`src/pkg/dtf_pkg.sv`:
```
// Purpose: shared constants and types for the disk track command block
// Assumes: 125 MHz mclk, bit cells timed as a device running at 2 MHz
// Notes:   register indices, byte patterns, clock patterns and cell timing
package dtf_pkg;

  // ---------------------------------------------------------------
  // timing
  // ---------------------------------------------------------------
  localparam int CLK_PERIOD_NS   = 8;
  localparam int HALF_CELL_FM_NS  = 2000;  // half of a single density bit cell
  localparam int HALF_CELL_MFM_NS = 1000;  // half of a double density bit cell
  localparam int HALF_FM_CYC  = (HALF_CELL_FM_NS + CLK_PERIOD_NS - 1) / CLK_PERIOD_NS;
  localparam int HALF_MFM_CYC = (HALF_CELL_MFM_NS + CLK_PERIOD_NS - 1) / CLK_PERIOD_NS;

  // ---------------------------------------------------------------
  // register port
  // ---------------------------------------------------------------
  localparam logic [1:0] ADDR_CMD_STATUS = 2'h0;  // write command, read status
  localparam logic [1:0] ADDR_DATA       = 2'h3;  // data holding register

  localparam logic [3:0] OP_READ_TRACK  = 4'he;
  localparam logic [3:0] OP_WRITE_TRACK = 4'hf;
  localparam logic [3:0] OP_FORCE_INT   = 4'hd;

  localparam int ST_BUSY      = 0;
  localparam int ST_DRQ       = 1;
  localparam int ST_LOST      = 2;
  localparam int ST_NOT_READY = 7;

  // forced interrupt condition bit positions
  localparam int COND_NR_TO_R  = 0;
  localparam int COND_R_TO_NR  = 1;
  localparam int COND_INDEX    = 2;
  localparam int COND_IMMED    = 3;

  // ---------------------------------------------------------------
  // track byte patterns
  // ---------------------------------------------------------------
  localparam logic [7:0] BYTE_ZERO    = 8'h00;
  localparam logic [7:0] BYTE_SYNC_A  = 8'hf5;  // writes a1 in double density
  localparam logic [7:0] BYTE_SYNC_C  = 8'hf6;  // writes c2 in double density
  localparam logic [7:0] BYTE_CRC_REQ = 8'hf7;
  localparam logic [7:0] BYTE_MARK_LO = 8'hf8;
  localparam logic [7:0] BYTE_MARK_HI = 8'hfb;
  localparam logic [7:0] BYTE_INDEX   = 8'hfc;
  localparam logic [7:0] BYTE_ID_MARK = 8'hfe;
  localparam logic [7:0] BYTE_A1      = 8'ha1;
  localparam logic [7:0] BYTE_C2      = 8'hc2;
  localparam logic [7:0] CLK_NORMAL   = 8'hff;
  localparam logic [7:0] CLK_MARK     = 8'hc7;
  localparam logic [7:0] CLK_INDEX    = 8'hd7;

  // cell positions of the clock bits dropped in double density sync bytes
  localparam logic [15:0] MISS_A1 = 16'h0020;  // clock before data bit 2
  localparam logic [15:0] MISS_C2 = 16'h0080;  // clock before data bit 3
  localparam logic [15:0] MISS_NONE = 16'h0000;

  localparam logic [15:0] CRC_PRESET = 16'hffff;
  localparam logic [15:0] CRC_POLY   = 16'h1021;
  localparam logic [3:0]  LAST_CELL  = 4'hf;
  localparam logic [2:0]  LAST_BIT   = 3'h7;

  typedef enum logic [2:0] {
    DTF_IDLE,
    DTF_WAIT_IDX_RD,
    DTF_RUN_RD,
    DTF_WAIT_IDX_WR,
    DTF_RUN_WR
  } dtf_state_t;

endpackage

```
`src/logic/dtf_core.sv`:
```
// Purpose: track read, track write (format) and forced interrupt execution
// Assumes: all inputs synchronous to mclk; read bits come pre-separated
// Notes:   write_cell streams clock/data half cells, msb first
// Operation
// - read track between two index edges, interrupt
// - every read byte to data register, resync marks
// - read track: no crc, no side compare
// - write track between two index edges, interrupt
// - request data at once, wait for first byte
// - empty register at index aborts with lost data
// - missing byte written as zero, continue
// - preset crc on f8-fe, and f5 double
// - f7 emits the two crc bytes
// - single density clock patterns per byte value
// - double density f5/f6 write sync bytes
// - forced interrupt accepted anytime, ends busy
// - low command bits select interrupt conditions
// - enabled condition raises interrupt request
// - all-zero conditions terminate without interrupt
// - immediate interrupt clears only after zero command
// - termination waits for current micro-step end
// - read and write track set busy, force while busy keeps other bits
// - data register access clears data request
// - status read clears interrupt request
`timescale 1ns/1ps
module dtf_core
  import dtf_pkg::*;
(
  input  wire logic        mclk,
  input  wire logic        nrst,
  input  wire logic [1:0]  reg_addr,
  input  wire logic [7:0]  reg_wdata,
  input  wire logic        reg_wr,
  input  wire logic        reg_rd,
  output logic      [7:0]  reg_rdata,
  input  wire logic        double_density_select_n,
  input  wire logic        index_pulse,
  input  wire logic        drive_ready,
  input  wire logic        rd_bit_valid,
  input  wire logic        rd_bit,
  input  wire logic        address_mark,
  output logic             head_load,
  output logic             write_gate,
  output logic             write_cell,
  output logic             data_request,
  output logic             interrupt_request
);
  import dtf_pkg::*;

  // ---------------------------------------------------------------
  // declarations
  // ---------------------------------------------------------------
  dtf_state_t  state;
  logic        busy;
  logic        lost_data;
  logic        term_pend;
  logic [7:0]  data_hold;
  logic        dr_full;
  logic [7:0]  div_cnt;
  logic        half_tick;
  logic        idx_q;
  logic        rdy_q;
  logic [15:0] wr_shift;
  logic [3:0]  cell_cnt;
  logic [15:0] crc;
  logic        crc_lo_pend;
  logic        prev_bit;
  logic [7:0]  rd_shift;
  logic [2:0]  rd_cnt;
  logic [3:0]  fi_cond;
  logic        imm_hold;
  logic        imm_clear_ok;
  logic        single_dens;
  logic        cmd_wr;
  logic        fi_wr;
  logic        new_cmd;
  logic        stat_rd;
  logic        data_rd;
  logic        data_wr;
  logic        idx_rise;
  logic        rdy_rise;
  logic        rdy_fall;
  logic        seq_free;
  logic        wr_start;
  logic        wr_fetch;
  logic        byte_done;
  logic        cmd_done;
  logic        intr_set;
  logic        intr_clr;
  logic [7:0]  src_byte;
  logic [7:0]  out_byte;
  logic [7:0]  fm_clk;
  logic [15:0] miss_mask;
  logic [15:0] next_pattern;
  logic [15:0] next_crc;
  logic        next_lo_pend;
  logic        is_mark;
  logic [7:0]  status;

  // ---------------------------------------------------------------
  // helper functions
  // ---------------------------------------------------------------
  // fold one byte into the crc, msb first
  function automatic logic [15:0] crc_byte(input logic [15:0] c_in, input logic [7:0] d);
    logic [15:0] c;
    c = c_in;
    for (int i = 7; i >= 0; i--)
    begin
      if (c[15] ^ d[i])
        c = {c[14:0], 1'b0} ^ CRC_POLY;
      else
        c = {c[14:0], 1'b0};
    end
    return c;
  endfunction

  // interleave clock and data bits into sixteen half cells
  function automatic logic [15:0] cells(input logic [7:0] ck, input logic [7:0] d);
    logic [15:0] p;
    p = '0;
    for (int i = 0; i < 8; i++)
    begin
      p[2*i+1] = ck[i];
      p[2*i]   = d[i];
    end
    return p;
  endfunction

  // double density clock: a one only between two zero data bits
  function automatic logic [7:0] mfm_clk(input logic [7:0] d, input logic prev);
    logic [7:0] ck;
    ck[7] = ~d[7] & ~prev;
    for (int i = 0; i < 7; i++)
    begin
      ck[i] = ~d[i] & ~d[i+1];
    end
    return ck;
  endfunction

  // ---------------------------------------------------------------
  // decode of the register port and line events
  // ---------------------------------------------------------------
  assign single_dens = double_density_select_n;
  assign cmd_wr   = reg_wr & (reg_addr == ADDR_CMD_STATUS);
  assign fi_wr    = cmd_wr & (reg_wdata[7:4] == OP_FORCE_INT);
  assign new_cmd  = cmd_wr & ~fi_wr;
  assign stat_rd  = reg_rd & (reg_addr == ADDR_CMD_STATUS);
  assign data_rd  = reg_rd & (reg_addr == ADDR_DATA);
  assign data_wr  = reg_wr & (reg_addr == ADDR_DATA);
  assign idx_rise = index_pulse & ~idx_q;
  assign rdy_rise = drive_ready & ~rdy_q;
  assign rdy_fall = ~drive_ready & rdy_q;
  // sequencer may advance on its own only when no command or stop acts
  assign seq_free = ~cmd_wr & ~(term_pend & half_tick);
  assign wr_start = seq_free & (state == DTF_WAIT_IDX_WR) & idx_rise & dr_full;
  assign wr_fetch = seq_free & (state == DTF_RUN_WR) & ~idx_rise & half_tick
                    & (cell_cnt == LAST_CELL);
  // bytes assembled from the separator; no crc check on this path
  assign byte_done = seq_free & (state == DTF_RUN_RD) & rd_bit_valid & ~address_mark
                     & (rd_cnt == LAST_BIT);
  assign cmd_done = seq_free & idx_rise & ((state == DTF_RUN_RD) | (state == DTF_RUN_WR)
                    | ((state == DTF_WAIT_IDX_WR) & ~dr_full));

  // half cell divider, one enable pulse per half cell
  always_ff @(posedge mclk or negedge nrst)
  begin
    if (!nrst)
      div_cnt <= 8'h00;
    else if (div_cnt == 8'h00)
      div_cnt <= single_dens ? 8'(HALF_FM_CYC - 1) : 8'(HALF_MFM_CYC - 1);
    else
      div_cnt <= div_cnt - 8'h01;
  end
  assign half_tick = (div_cnt == 8'h00);

  // previous levels of index and ready for edge detection
  always_ff @(posedge mclk or negedge nrst)
  begin
    if (!nrst)
    begin
      idx_q <= 1'b0;
      rdy_q <= 1'b0;
    end
    else
    begin
      idx_q <= index_pulse;
      rdy_q <= drive_ready;
    end
  end

  // ---------------------------------------------------------------
  // command sequencer: state, busy, lost data, head and write gate
  // ---------------------------------------------------------------
  always_ff @(posedge mclk or negedge nrst)
  begin
    if (!nrst)
    begin
      state      <= DTF_IDLE;
      busy       <= 1'b0;
      lost_data  <= 1'b0;
      term_pend  <= 1'b0;
      head_load  <= 1'b0;
      write_gate <= 1'b0;
    end
    else if (new_cmd)
    begin
      busy       <= 1'b1;
      lost_data  <= 1'b0;
      term_pend  <= 1'b0;
      write_gate <= 1'b0;  // never write while waiting for index
      if (reg_wdata[7:4] == OP_READ_TRACK)
      begin
        state     <= DTF_WAIT_IDX_RD;
        head_load <= 1'b1;
      end
      else if (reg_wdata[7:4] == OP_WRITE_TRACK)
      begin
        state     <= DTF_WAIT_IDX_WR;
        head_load <= 1'b1;
      end
      else
      begin
        state <= DTF_IDLE;  // other commands are handled elsewhere
        busy  <= 1'b0;
      end
    end
    else if (fi_wr)
    begin
      if (busy)
        term_pend <= 1'b1;
      else
        lost_data <= 1'b0;  // idle force refreshes status
    end
    else if (term_pend && half_tick)
    begin
      state      <= DTF_IDLE;  // stop at the micro-step boundary
      busy       <= 1'b0;      // other status bits kept
      term_pend  <= 1'b0;
      head_load  <= 1'b0;
      write_gate <= 1'b0;
    end
    else
    begin
      unique case (state)
        DTF_IDLE:
          ;
        DTF_WAIT_IDX_RD:
          if (idx_rise)
            state <= DTF_RUN_RD;
        DTF_RUN_RD:
        begin
          if (byte_done && data_request)
            lost_data <= 1'b1;  // host missed the previous byte
          if (idx_rise)
          begin
            state     <= DTF_IDLE;
            busy      <= 1'b0;
            head_load <= 1'b0;
          end
        end
        DTF_WAIT_IDX_WR:
          if (idx_rise)
          begin
            if (dr_full)
            begin
              state      <= DTF_RUN_WR;
              write_gate <= 1'b1;
            end
            else
            begin
              state     <= DTF_IDLE;
              busy      <= 1'b0;
              lost_data <= 1'b1;
              head_load <= 1'b0;
            end
          end
        DTF_RUN_WR:
        begin
          if (wr_fetch && !dr_full && !crc_lo_pend)
            lost_data <= 1'b1;
          if (idx_rise)
          begin
            state      <= DTF_IDLE;
            busy       <= 1'b0;
            head_load  <= 1'b0;
            write_gate <= 1'b0;
          end
        end
      endcase
    end
  end

  // ---------------------------------------------------------------
  // byte interpretation for track write
  // ---------------------------------------------------------------
  assign src_byte = dr_full ? data_hold : BYTE_ZERO;
  assign is_mark  = ((src_byte >= BYTE_MARK_LO) && (src_byte <= BYTE_ID_MARK))
                    || (!single_dens && (src_byte == BYTE_SYNC_A));

  always_comb
  begin
    out_byte     = src_byte;
    fm_clk       = CLK_NORMAL;
    miss_mask    = MISS_NONE;
    next_crc     = crc;
    next_lo_pend = 1'b0;
    if (crc_lo_pend)
      out_byte = crc[7:0];  // second crc byte
    else if (src_byte == BYTE_CRC_REQ)
    begin
      out_byte     = crc[15:8];
      next_lo_pend = 1'b1;
    end
    else
    begin
      if (single_dens)
      begin
        if (src_byte == BYTE_INDEX)
          fm_clk = CLK_INDEX;
        else if (src_byte >= BYTE_MARK_LO && src_byte != BYTE_ZERO - 8'h01)
          fm_clk = (src_byte == BYTE_ID_MARK || src_byte <= BYTE_MARK_HI) ? CLK_MARK
                   : CLK_NORMAL;
      end
      else if (src_byte == BYTE_SYNC_A)
      begin
        out_byte  = BYTE_A1;
        miss_mask = MISS_A1;
      end
      else if (src_byte == BYTE_SYNC_C)
      begin
        out_byte  = BYTE_C2;
        miss_mask = MISS_C2;
      end
      next_crc = crc_byte(is_mark ? CRC_PRESET : crc, out_byte);
    end
    if (single_dens)
      next_pattern = cells(fm_clk, out_byte);
    else
      next_pattern = cells(mfm_clk(out_byte, prev_bit), out_byte) & ~miss_mask;
  end

  // serialiser, crc and write cell output
  always_ff @(posedge mclk or negedge nrst)
  begin
    if (!nrst)
    begin
      wr_shift    <= 16'h0000;
      cell_cnt    <= 4'h0;
      crc         <= CRC_PRESET;
      crc_lo_pend <= 1'b0;
      prev_bit    <= 1'b0;
      write_cell  <= 1'b0;
    end
    else if (wr_start || wr_fetch)
    begin
      if (wr_fetch)
        write_cell <= wr_shift[15];
      wr_shift    <= next_pattern;
      cell_cnt    <= 4'h0;
      crc         <= next_crc;
      crc_lo_pend <= next_lo_pend;
      prev_bit    <= out_byte[0];
    end
    else if (state == DTF_RUN_WR && half_tick)
    begin
      write_cell <= wr_shift[15];
      wr_shift   <= {wr_shift[14:0], 1'b0};
      cell_cnt   <= cell_cnt + 4'h1;
    end
    else if (state != DTF_RUN_WR)
      write_cell <= 1'b0;
  end

  // ---------------------------------------------------------------
  // track read byte assembly
  // ---------------------------------------------------------------
  always_ff @(posedge mclk or negedge nrst)
  begin
    if (!nrst)
    begin
      rd_shift <= 8'h00;
      rd_cnt   <= 3'h0;
    end
    else if (state != DTF_RUN_RD)
      rd_cnt <= 3'h0;
    else if (address_mark)
      rd_cnt <= 3'h0;  // mark detector armed throughout, realigns bytes
    else if (rd_bit_valid)
    begin
      rd_shift <= {rd_shift[6:0], rd_bit};
      rd_cnt   <= rd_cnt + 3'h1;
    end
  end

  // data holding register and its loaded flag
  always_ff @(posedge mclk or negedge nrst)
  begin
    if (!nrst)
    begin
      data_hold <= 8'h00;
      dr_full   <= 1'b0;
    end
    else if (byte_done)
      data_hold <= {rd_shift[6:0], rd_bit};
    else if (data_wr)
    begin
      data_hold <= reg_wdata;
      dr_full   <= 1'b1;
    end
    else if (new_cmd || wr_start || (wr_fetch && !crc_lo_pend))
      dr_full <= 1'b0;
  end

  // data request: set by each byte event but the first crc byte, cleared by any data access
  always_ff @(posedge mclk or negedge nrst)
  begin
    if (!nrst)
      data_request <= 1'b0;
    else if (byte_done || wr_start || (wr_fetch && !next_lo_pend))
      data_request <= 1'b1;
    else if (new_cmd && reg_wdata[7:4] == OP_WRITE_TRACK)
      data_request <= 1'b1;
    else if (data_rd || data_wr || new_cmd)
      data_request <= 1'b0;
  end

  // ---------------------------------------------------------------
  // interrupt request and forced interrupt conditions
  // ---------------------------------------------------------------
  assign intr_set = cmd_done
                    | (fi_wr & reg_wdata[COND_IMMED])
                    | (fi_cond[COND_NR_TO_R] & rdy_rise)
                    | (fi_cond[COND_R_TO_NR] & rdy_fall)
                    | (fi_cond[COND_INDEX] & idx_rise);
  assign intr_clr = (stat_rd | cmd_wr) & (~imm_hold | (imm_clear_ok & ~fi_wr));

  always_ff @(posedge mclk or negedge nrst)
  begin
    if (!nrst)
    begin
      fi_cond      <= 4'h0;
      imm_hold     <= 1'b0;
      imm_clear_ok <= 1'b0;
    end
    else if (fi_wr)
    begin
      fi_cond      <= reg_wdata[3:0];
      imm_hold     <= imm_hold | reg_wdata[COND_IMMED];
      imm_clear_ok <= (reg_wdata[3:0] == 4'h0);
    end
    else if (new_cmd || stat_rd)
    begin
      if (new_cmd)
        fi_cond <= 4'h0;
      if (imm_clear_ok)
      begin
        imm_hold     <= 1'b0;
        imm_clear_ok <= 1'b0;
      end
    end
  end

  // a set in the same cycle as a clear wins
  always_ff @(posedge mclk or negedge nrst)
  begin
    if (!nrst)
      interrupt_request <= 1'b0;
    else if (intr_set)
      interrupt_request <= 1'b1;
    else if (intr_clr)
      interrupt_request <= 1'b0;
  end

  // ---------------------------------------------------------------
  // read data, one cycle after the strobe
  // ---------------------------------------------------------------
  always_comb
  begin
    status               = 8'h00;
    status[ST_BUSY]      = busy;
    status[ST_DRQ]       = data_request;
    status[ST_LOST]      = lost_data;
    status[ST_NOT_READY] = ~drive_ready;
  end

  always_ff @(posedge mclk or negedge nrst)
  begin
    if (!nrst)
      reg_rdata <= 8'h00;
    else if (stat_rd)
      reg_rdata <= status;
    else if (data_rd)
      reg_rdata <= data_hold;
    else
      reg_rdata <= 8'h00;
  end

  // ---------------------------------------------------------------
  // checks
  // ---------------------------------------------------------------
  localparam int TERM_MAX = 260;
endmodule

```
`config.mk`:
```
export PLATFORM = sky130hd
export DESIGN_NAME = dtf_core
export DESIGN_NICKNAME = d
export VERILOG_FILES = /design/src/pkg/dtf_pkg.sv /design/src/logic/dtf_core.sv
export SDC_FILE = /design/constraint.sdc
export NUM_CORES = 1
export LEC_CHECK = 0
export BUFFER_PORTS_ARGS = -buffer_cell sky130_fd_sc_hd__buf_2
export CORE_MARGIN = 2
export CORE_UTILIZATION = 55
export DETAILED_ROUTE_END_ITERATION = 6
export GPL_ROUTABILITY_DRIVEN = 1
export GPL_TIMING_DRIVEN = 0
export PLACE_DENSITY = 0.76
export SLEW_MARGIN = 20
export SYNTH_ARGS = -nofsm -noshare
export SYNTH_HDL_FRONTEND = slang
export SYNTH_SLANG_ARGS = --single-unit
```
`constraint.sdc`:
```
create_clock -name mclk -period 2.3 [get_ports mclk]
set_input_delay 0.345 -clock mclk [delete_from_list [all_inputs] [get_ports mclk]]
set_output_delay 0.345 -clock mclk [all_outputs]
set_load 0.02 [all_outputs]
```
==> impl_metrics.xml, run 1 <==
<?xml version="1.0" encoding="UTF-8"?>
<metrics>
  <group name="die">
    <metric name="design.die.area" unit="µm²">9810</metric>
    <metric name="placementRows" unit="">34</metric>
    <metric name="die_height" unit="µm">99.1</metric>
    <metric name="start_util" unit="">0.570</metric>
    <metric name="die_width" unit="µm">99.1</metric>
    <metric name="floorplan.core_area" unit="µm²">8720</metric>
    <metric name="design.portCount" unit="">33</metric>
  </group>
  <group name="placement">
    <metric name="port_buffers" unit="">31</metric>
    <metric name="gp_congestion" unit="">0.903</metric>
    <metric name="place_ws" unit="ns">-0.620</metric>
    <metric name="place_hpwl" unit="µm">8710</metric>
    <metric name="detailed_place.area" unit="µm²">5310</metric>
  </group>
  <group name="clocking">
    <metric name="htree_levels" unit="">3</metric>
    <metric name="cts_root_buffer" unit="">clkbuf_8</metric>
    <metric name="worstSkewPairLatency" unit="ns">0.38</metric>
    <metric name="number_of_clock_sinks" unit="">91</metric>
    <metric name="numCtsBuffers" unit="">9</metric>
    <metric name="tritoncts" unit="">built</metric>
    <metric name="max-clock-path-buffers" unit="">2</metric>
    <metric name="cts.clk_slew.worst_paths" unit="ns">0.10</metric>
  </group>
  <group name="critical_path">
    <metric name="critical_path_peak_fanout" unit="">8</metric>
    <metric name="endpoint_kind" unit="">flip-flop</metric>
    <metric name="critPathLaunchType" unit="">flip-flop</metric>
    <metric name="crit_type" unit="">reg2reg</metric>
    <metric name="worstPathArrival" unit="ns">2.64</metric>
    <metric name="critical_path_required" unit="ns">2.60</metric>
  </group>
  <group name="timing">
    <metric name="tightest_slew" unit="ns">0.781</metric>
    <metric name="timing.max_slew.rel_slack" unit="">0.478</metric>
    <metric name="unrepaired_setup_endpoints_after_global_routing" unit="">yes</metric>
    <metric name="min_period_over_period" unit="">1.02</metric>
    <metric name="timing.final.setup_violations" unit="">4</metric>
    <metric name="final_hold_viol_count" unit="">0</metric>
    <metric name="holdWs" unit="ns">0.0988</metric>
    <metric name="fin_worst_skew" unit="ns">0.0124</metric>
    <metric name="tns" unit="ns">-0.139</metric>
    <metric name="maxClockFrequency" unit="MHz">427</metric>
    <metric name="timing.final.max_slew_violations" unit="">0</metric>
    <metric name="final.min_clock_period" unit="ns">2.34</metric>
    <metric name="worst_slack" unit="ns">-0.0425</metric>
  </group>
  <group name="global_routing">
    <metric name="grt_overflow_total" unit="">0</metric>
    <metric name="pin_count_of_the_biggest_net_entering_global_routing" unit="">54</metric>
    <metric name="groute.usage.overall" unit="">0.265</metric>
    <metric name="first_global_vias" unit="">4142</metric>
    <metric name="grt_pass1_wl" unit="µm">20700</metric>
    <metric name="grt_antenna_before_repair" unit="">0</metric>
  </group>
  <group name="flow_run">
    <metric name="max_cap_violations" unit="">0</metric>
  </group>
  <group name="final_layout">
    <metric name="n_fill_cell" unit="">645</metric>
    <metric name="layout_commonest_cell" unit="">dfrtp_1</metric>
    <metric name="num-nets-final" unit="">621</metric>
    <metric name="final_std_cell_area_no_fill" unit="µm²">6010</metric>
    <metric name="post_route_cells_drive_above_1_share" unit="">0.264</metric>
    <metric name="layout.cells.most_common_list" unit="">72 x dfrtp_1, 67 x nand2_1, 56 x nor2_1</metric>
    <metric name="antenna_cells_inserted" unit="">0</metric>
    <metric name="syn_to_final_growth" unit="%">21.0</metric>
  </group>
  <group name="routing">
    <metric name="post_drt_wl_per_cell" unit="µm">18.5</metric>
    <metric name="first_iter_violations" unit="">281</metric>
    <metric name="finalWirelength" unit="µm">13200</metric>
    <metric name="vias" unit="">4425</metric>
    <metric name="first_pass_iters" unit="">5</metric>
    <metric name="ant_nets" unit="">0</metric>
    <metric name="detail_route.vias_per_cell" unit="">6.23</metric>
    <metric name="route.detailed.drc" unit="">0</metric>
  </group>
  <group name="outcome">
    <metric name="failed_checks" unit="">setup timing</metric>
    <metric name="run_status" unit="">finished with violations</metric>
  </group>
  <group name="power">
    <metric name="power_leakage" unit="nW">2.69</metric>
    <metric name="powerDensity" unit="nW/µm²">849</metric>
    <metric name="vdd_ir_drop_max" unit="mV">0.519</metric>
    <metric name="total_power" unit="mW">5.10</metric>
  </group>
  <group name="synth">
    <metric name="syn_avg_cell_area" unit="µm²">9.39</metric>
    <metric name="synthesis.area" unit="µm²">4970</metric>
    <metric name="seq_area_frac_synth" unit="">0.462</metric>
    <metric name="postSynthRegisterBits" unit="">91</metric>
    <metric name="synth-main-ff-cell" unit="">dfrtp_1</metric>
    <metric name="number_of_different_library_cells_in_the_post_synthesis_netlist" unit="">70</metric>
    <metric name="number_of_flops_mapped_to_enable_cells_by_yosys" unit="">0</metric>
    <metric name="post_synth_inst_count" unit="">529</metric>
    <metric name="syn_nets" unit="">553</metric>
    <metric name="ys_warn_count" unit="">0</metric>
    <metric name="synth-async-reset-ratio" unit="">1.00</metric>
  </group>
  <group name="min_path">
    <metric name="hp-class" unit="">in2reg</metric>
  </group>
</metrics>
-- power breakdown --
| group | internal [mW] | leakage [nW] | switching [mW] |
|---|---|---|---|
| Sequential | 1.95 | 1.12 | 0.262 |
| Combinational | 0.763 | 1.46 | 0.950 |
| Clock | 0.556 | 0.110 | 0.628 |
| Total | 3.26 | 2.69 | 1.84 |
-- state kept, by name, indices dropped and copies added, names as in the netlist, 3 cells and up --
name and flops:
fi_cond 3, data_hold 8, rd_shift 7, state 3, reg_rdata 8, crc 16, rd_cnt 3, wr_shift 16
cell_cnt 4, div_cnt 8
-- final timing paths --
| path | from | endpoint | slack [ns] | cells after the start |
|---|---|---|---|---|
| max in group asynchronous | nrst | crc[13] | 1.11 | 3 |
| hold / removal | index_pulse | idx_q | 0.1 | 1 |
| hold reg to reg | div_cnt[6] | div_cnt[6] | 0.47 | 1 |
| setup reg to reg | data_hold[7] | crc[5] | -0.04 | 7 |
| min in group asynchronous | nrst | div_cnt[6] | 0.48 | 2 |
| setup / recovery | data_hold[7] | crc[5] | -0.04 | 7 |
-- cell type report --
type                            count  area [µm²]  share of cell area
Buffer                             21         133              0.0221
Clock buffer                       10         138              0.0229
Clock inverter                      6        76.3              0.0127
Inverter                           10        37.5             0.00624
Multi-Input combinational cell    401        2750               0.458
Sequential cell                    91        2300               0.383
Tap cell                          108         135              0.0225
Timing Repair Buffer               63         442              0.0734
-- worst max-delay path, stage by stage (launching register included) --
cell and delay, ns:
dfrtp_2 0.50, nand4b_1 0.31, buf_4 0.19, nor2_4 0.05, a31oi_1 0.53, xnor3_1 0.38
xnor2_1 0.16, o21ai_0 0.14
-- metal layers --
layer  GRT usage  vias up  part of all wire  wire (µm)
li1            -     2028                 -          -
met1       0.381     2219              0.44       5800
met2       0.415      148              0.49       6390
met3      0.0447       30             0.054        712
met4      0.0790        0             0.020        257
met5           0        -                 0          0
-- logic make-up after synthesis --
kind of cell,Yosys count,share of synthesized area
buffers and inverters,37,0.0302
xor gates and xnor gates,34,0.0655
DFF,91,0.462
AOI/OAI and AO/OA,142,0.190
and+or+nand+nor,200,0.196
muxes,21,0.0461
adders and majority gates,4,0.0101
-- synth_stat cells (all sizes together) (8+ instances only) --
cell type  instances  area share
mux2i             12       0.024
dfrtp             75        0.38
a31oi              9       0.011
clkbuf            23       0.017
dfstp             16       0.085
nand2             70       0.053
xor2              13       0.023
inv                9      0.0068
xnor2             19       0.033
a21oi             31       0.031
a22oi              8       0.015
o21ai             41       0.042
mux2               9       0.022
nor2              58       0.044
-- through the flow --
stage                      util  std cells
after global placement    0.605        668
after CTS                 0.665        698
after detailed placement  0.609        669
after floorplan               -        529
final                     0.690        710
after global routing      0.690        710
-- what timing repair did --
action,in CTS,in global routing
setup buffers,16,14
resized for setup,44,40
pin swaps,10,12
setup endpoints to repair,50,50
cloned,0,1
hold buffers,1,0
hold endpoints to repair,28,0
(Power assumes the default switching activity.)
==> run 2, diff against run 1 <==
Settings changed: CORE_ASPECT_RATIO set to 0.5.
==> run 2 against run 1 <==
Net effect:
- the flow now finishes without violations
- critical path depth grew 4
- core utilization up 0.58 points
- sequential power is essentially flat
- maximum frequency rose by 3.2%
- clock skew down 0.0060 ns
- first-iteration DRC count up 45%
- total power increased by 5.0%
- flip-flop and latch count did not move
- via count decreased by 0.63%
- design area increased by 1.0%
- sequential share of layout area decreased by 0.41 points
- wire length rose by 0.36%
- critical path type unchanged
- largest power group unchanged
==> impl_metrics.xml, run 2 (synthesis results as in run 1) <==
<?xml version="1.0" encoding="UTF-8"?>
<metrics>
  <group name="power">
    <metric name="total_power" unit="mW">5.36</metric>
    <metric name="combinationalPowerShare" unit="">0.309</metric>
    <metric name="swShare" unit="">0.343</metric>
    <metric name="vdd_ir_drop_max" unit="mV">0.608</metric>
    <metric name="internal_power" unit="mW">3.52</metric>
    <metric name="power_leakage" unit="nW">2.68</metric>
    <metric name="net_sw_power" unit="mW">1.84</metric>
    <metric name="power.share.clock" unit="">0.276</metric>
    <metric name="sequentialPowerShare" unit="">0.415</metric>
    <metric name="powerDensity" unit="nW/µm²">882</metric>
  </group>
  <group name="final_layout">
    <metric name="final_util" unit="">0.695</metric>
    <metric name="syn_to_final_growth" unit="%">22.3</metric>
    <metric name="antenna_cells_inserted" unit="">0</metric>
    <metric name="layout_commonest_cell" unit="">dfrtp_1</metric>
    <metric name="final_std_cell_area_no_fill" unit="µm²">6080</metric>
    <metric name="num-nets-final" unit="">617</metric>
    <metric name="layout.cells.most_common_list" unit="">73 x dfrtp_1, 66 x nand2_1, 55 x nor2_1</metric>
    <metric name="number_of_cells_in_the_finished_layout_apart_from_fillers" unit="">715</metric>
    <metric name="layout_top_registers" unit="">crc: 16 flops, wr_shift: 16 flops</metric>
    <metric name="post_route_cells_drive_above_1_share" unit="">0.266</metric>
  </group>
  <group name="clocking">
    <metric name="worstSkewPairLatency" unit="ns">0.35</metric>
    <metric name="tritoncts" unit="">built</metric>
    <metric name="htree_levels" unit="">3</metric>
    <metric name="max-clock-path-buffers" unit="">2</metric>
    <metric name="numCtsBuffers" unit="">9</metric>
    <metric name="number_of_clock_sinks" unit="">91</metric>
    <metric name="cts_root_buffer" unit="">clkbuf_16</metric>
    <metric name="cts.clk_slew.worst_paths" unit="ns">0.07</metric>
  </group>
  <group name="global_routing">
    <metric name="grt_antenna_before_repair" unit="">0</metric>
    <metric name="grt_overflow_total" unit="">0</metric>
    <metric name="first_global_vias" unit="">4097</metric>
    <metric name="groute.usage.overall" unit="">0.272</metric>
    <metric name="pin_count_of_the_biggest_net_entering_global_routing" unit="">55</metric>
    <metric name="grt_pass1_wl" unit="µm">21200</metric>
  </group>
  <group name="routing">
    <metric name="finalWirelength" unit="µm">13200</metric>
    <metric name="post_drt_wl_per_cell" unit="µm">18.5</metric>
    <metric name="vias" unit="">4397</metric>
    <metric name="route.detailed.drc" unit="">0</metric>
    <metric name="detail_route.vias_per_cell" unit="">6.15</metric>
    <metric name="first_pass_iters" unit="">5</metric>
    <metric name="ant_nets" unit="">0</metric>
    <metric name="first_iter_violations" unit="">408</metric>
  </group>
  <group name="critical_path">
    <metric name="worstSetupEndpoint" unit="">wr_shift[7]</metric>
    <metric name="worst_case_register_to_register_setup_slack" unit="ns">0.03</metric>
    <metric name="critPathLaunchType" unit="">flip-flop</metric>
    <metric name="worst-r2r-cell-count" unit="">11</metric>
    <metric name="r2r-start" unit="">div_cnt[0]</metric>
    <metric name="crit_type" unit="">reg2reg</metric>
    <metric name="endpoint_kind" unit="">flip-flop</metric>
    <metric name="critical_path_required" unit="ns">2.53</metric>
    <metric name="timing.rr.end" unit="">wr_shift[7]</metric>
    <metric name="worstPathArrival" unit="ns">2.50</metric>
    <metric name="worstSetupStartpoint" unit="">div_cnt[0]</metric>
    <metric name="critical_path_peak_fanout" unit="">7</metric>
  </group>
  <group name="die">
    <metric name="die_height" unit="µm">71.2</metric>
    <metric name="die_width" unit="µm">138</metric>
    <metric name="start_util" unit="">0.569</metric>
    <metric name="floorplan.core_area" unit="µm²">8740</metric>
    <metric name="design.die.area" unit="µm²">9860</metric>
    <metric name="placementRows" unit="">24</metric>
    <metric name="design.portCount" unit="">33</metric>
  </group>
  <group name="flow_run">
    <metric name="max_cap_violations" unit="">0</metric>
  </group>
  <group name="timing">
    <metric name="unrepaired_setup_endpoints_after_global_routing" unit="">yes</metric>
    <metric name="final_hold_viol_count" unit="">0</metric>
    <metric name="final.min_clock_period" unit="ns">2.27</metric>
    <metric name="maxClockFrequency" unit="MHz">441</metric>
    <metric name="min_period_over_period" unit="">0.986</metric>
    <metric name="tightest_slew" unit="ns">1.01</metric>
    <metric name="timing.final.max_slew_violations" unit="">0</metric>
    <metric name="timing.final.setup_violations" unit="">0</metric>
    <metric name="worst_slack" unit="ns">0.0311</metric>
    <metric name="fin_worst_skew" unit="ns">0.00642</metric>
    <metric name="timing.max_slew.rel_slack" unit="">0.323</metric>
  </group>
  <group name="placement">
    <metric name="gp_congestion" unit="">0.923</metric>
    <metric name="port_buffers" unit="">31</metric>
    <metric name="dp.cells" unit="">678</metric>
    <metric name="detailed_place.area" unit="µm²">5320</metric>
    <metric name="place_hpwl" unit="µm">8740</metric>
    <metric name="place_ws" unit="ns">-0.773</metric>
  </group>
  <group name="min_path">
    <metric name="hp-class" unit="">in2reg</metric>
  </group>
  <group name="outcome">
    <metric name="run_status" unit="">completed</metric>
  </group>
</metrics>
run 2: metal layers:
metal	vias up	wire, µm	global-route usage
li1	2028	-	-
met1	2173	6210	0.410
met2	178	5950	0.411
met3	18	864	0.0561
met4	0	179	0.0612
met5	-	0	0
run 2: metrics by stage:
step,hold WS [ns],setup TNS [ns]
detailed placement,0.277,-18.21
global placement,0.450,-19.48
global route,0.130,-0.496
CTS,0.134,-0.239
finish,0.139,0
floorplan,0.0494,-0.203
run 2: power groups by stage:
stage | logic, mW | clock network (mW) | registers, mW
global route | 1.80 | 1.56 | 2.27
floorplan | 1.04 | 0 | 2.17
finish | 1.66 | 1.48 | 2.23
detailed placement | 1.39 | 0 | 2.21
CTS | 1.50 | 1.49 | 2.20
global placement | 1.35 | 0 | 2.20
run 2: how the worst min path moves through the flow:
stage               slack, ns          end  cells past startpoint   startpoint
global placement         0.45   div_cnt[6]                      1   div_cnt[6]
detailed placement       0.28  wr_shift[0]                      1         nrst
finish                   0.14        idx_q                      1  index_pulse
CTS                      0.13        idx_q                      1  index_pulse
global route             0.13        idx_q                      1  index_pulse
floorplan                0.05         busy                      0         nrst
run 2: cell type report:
| class | instances | area (µm²) |
|---|---|---|
| Sequential cell | 91 | 2300 |
| Timing Repair Buffer | 57 | 387 |
| Multi-Input combinational cell | 401 | 2760 |
| Tap cell | 117 | 146 |
| Buffer | 23 | 150 |
| Inverter | 10 | 37.5 |
| Fill cell | 646 | 2660 |
| Clock buffer | 10 | 229 |
| Clock inverter | 6 | 63.8 |
run 2: timing repair:
item	CTS	global route
resized for setup	51	37
pin swaps	5	13
hold buffers	1	0
setup buffers	15	9
endpoints found under the hold margin	29	0
endpoints found under the setup margin	49	48
run 2: critical path, cell delays in order (launching register included):
cell and delay [ns]:
dfrtp_1 0.42, inv_2 0.09, ha_4 0.18, nand2b_2 0.12
nor4_4 0.28, buf_4 0.18, a22oi_4 0.07, buf_4 0.17
buf_4 0.14, a21oi_2 0.16, o41ai_2 0.11, a22o_1 0.23
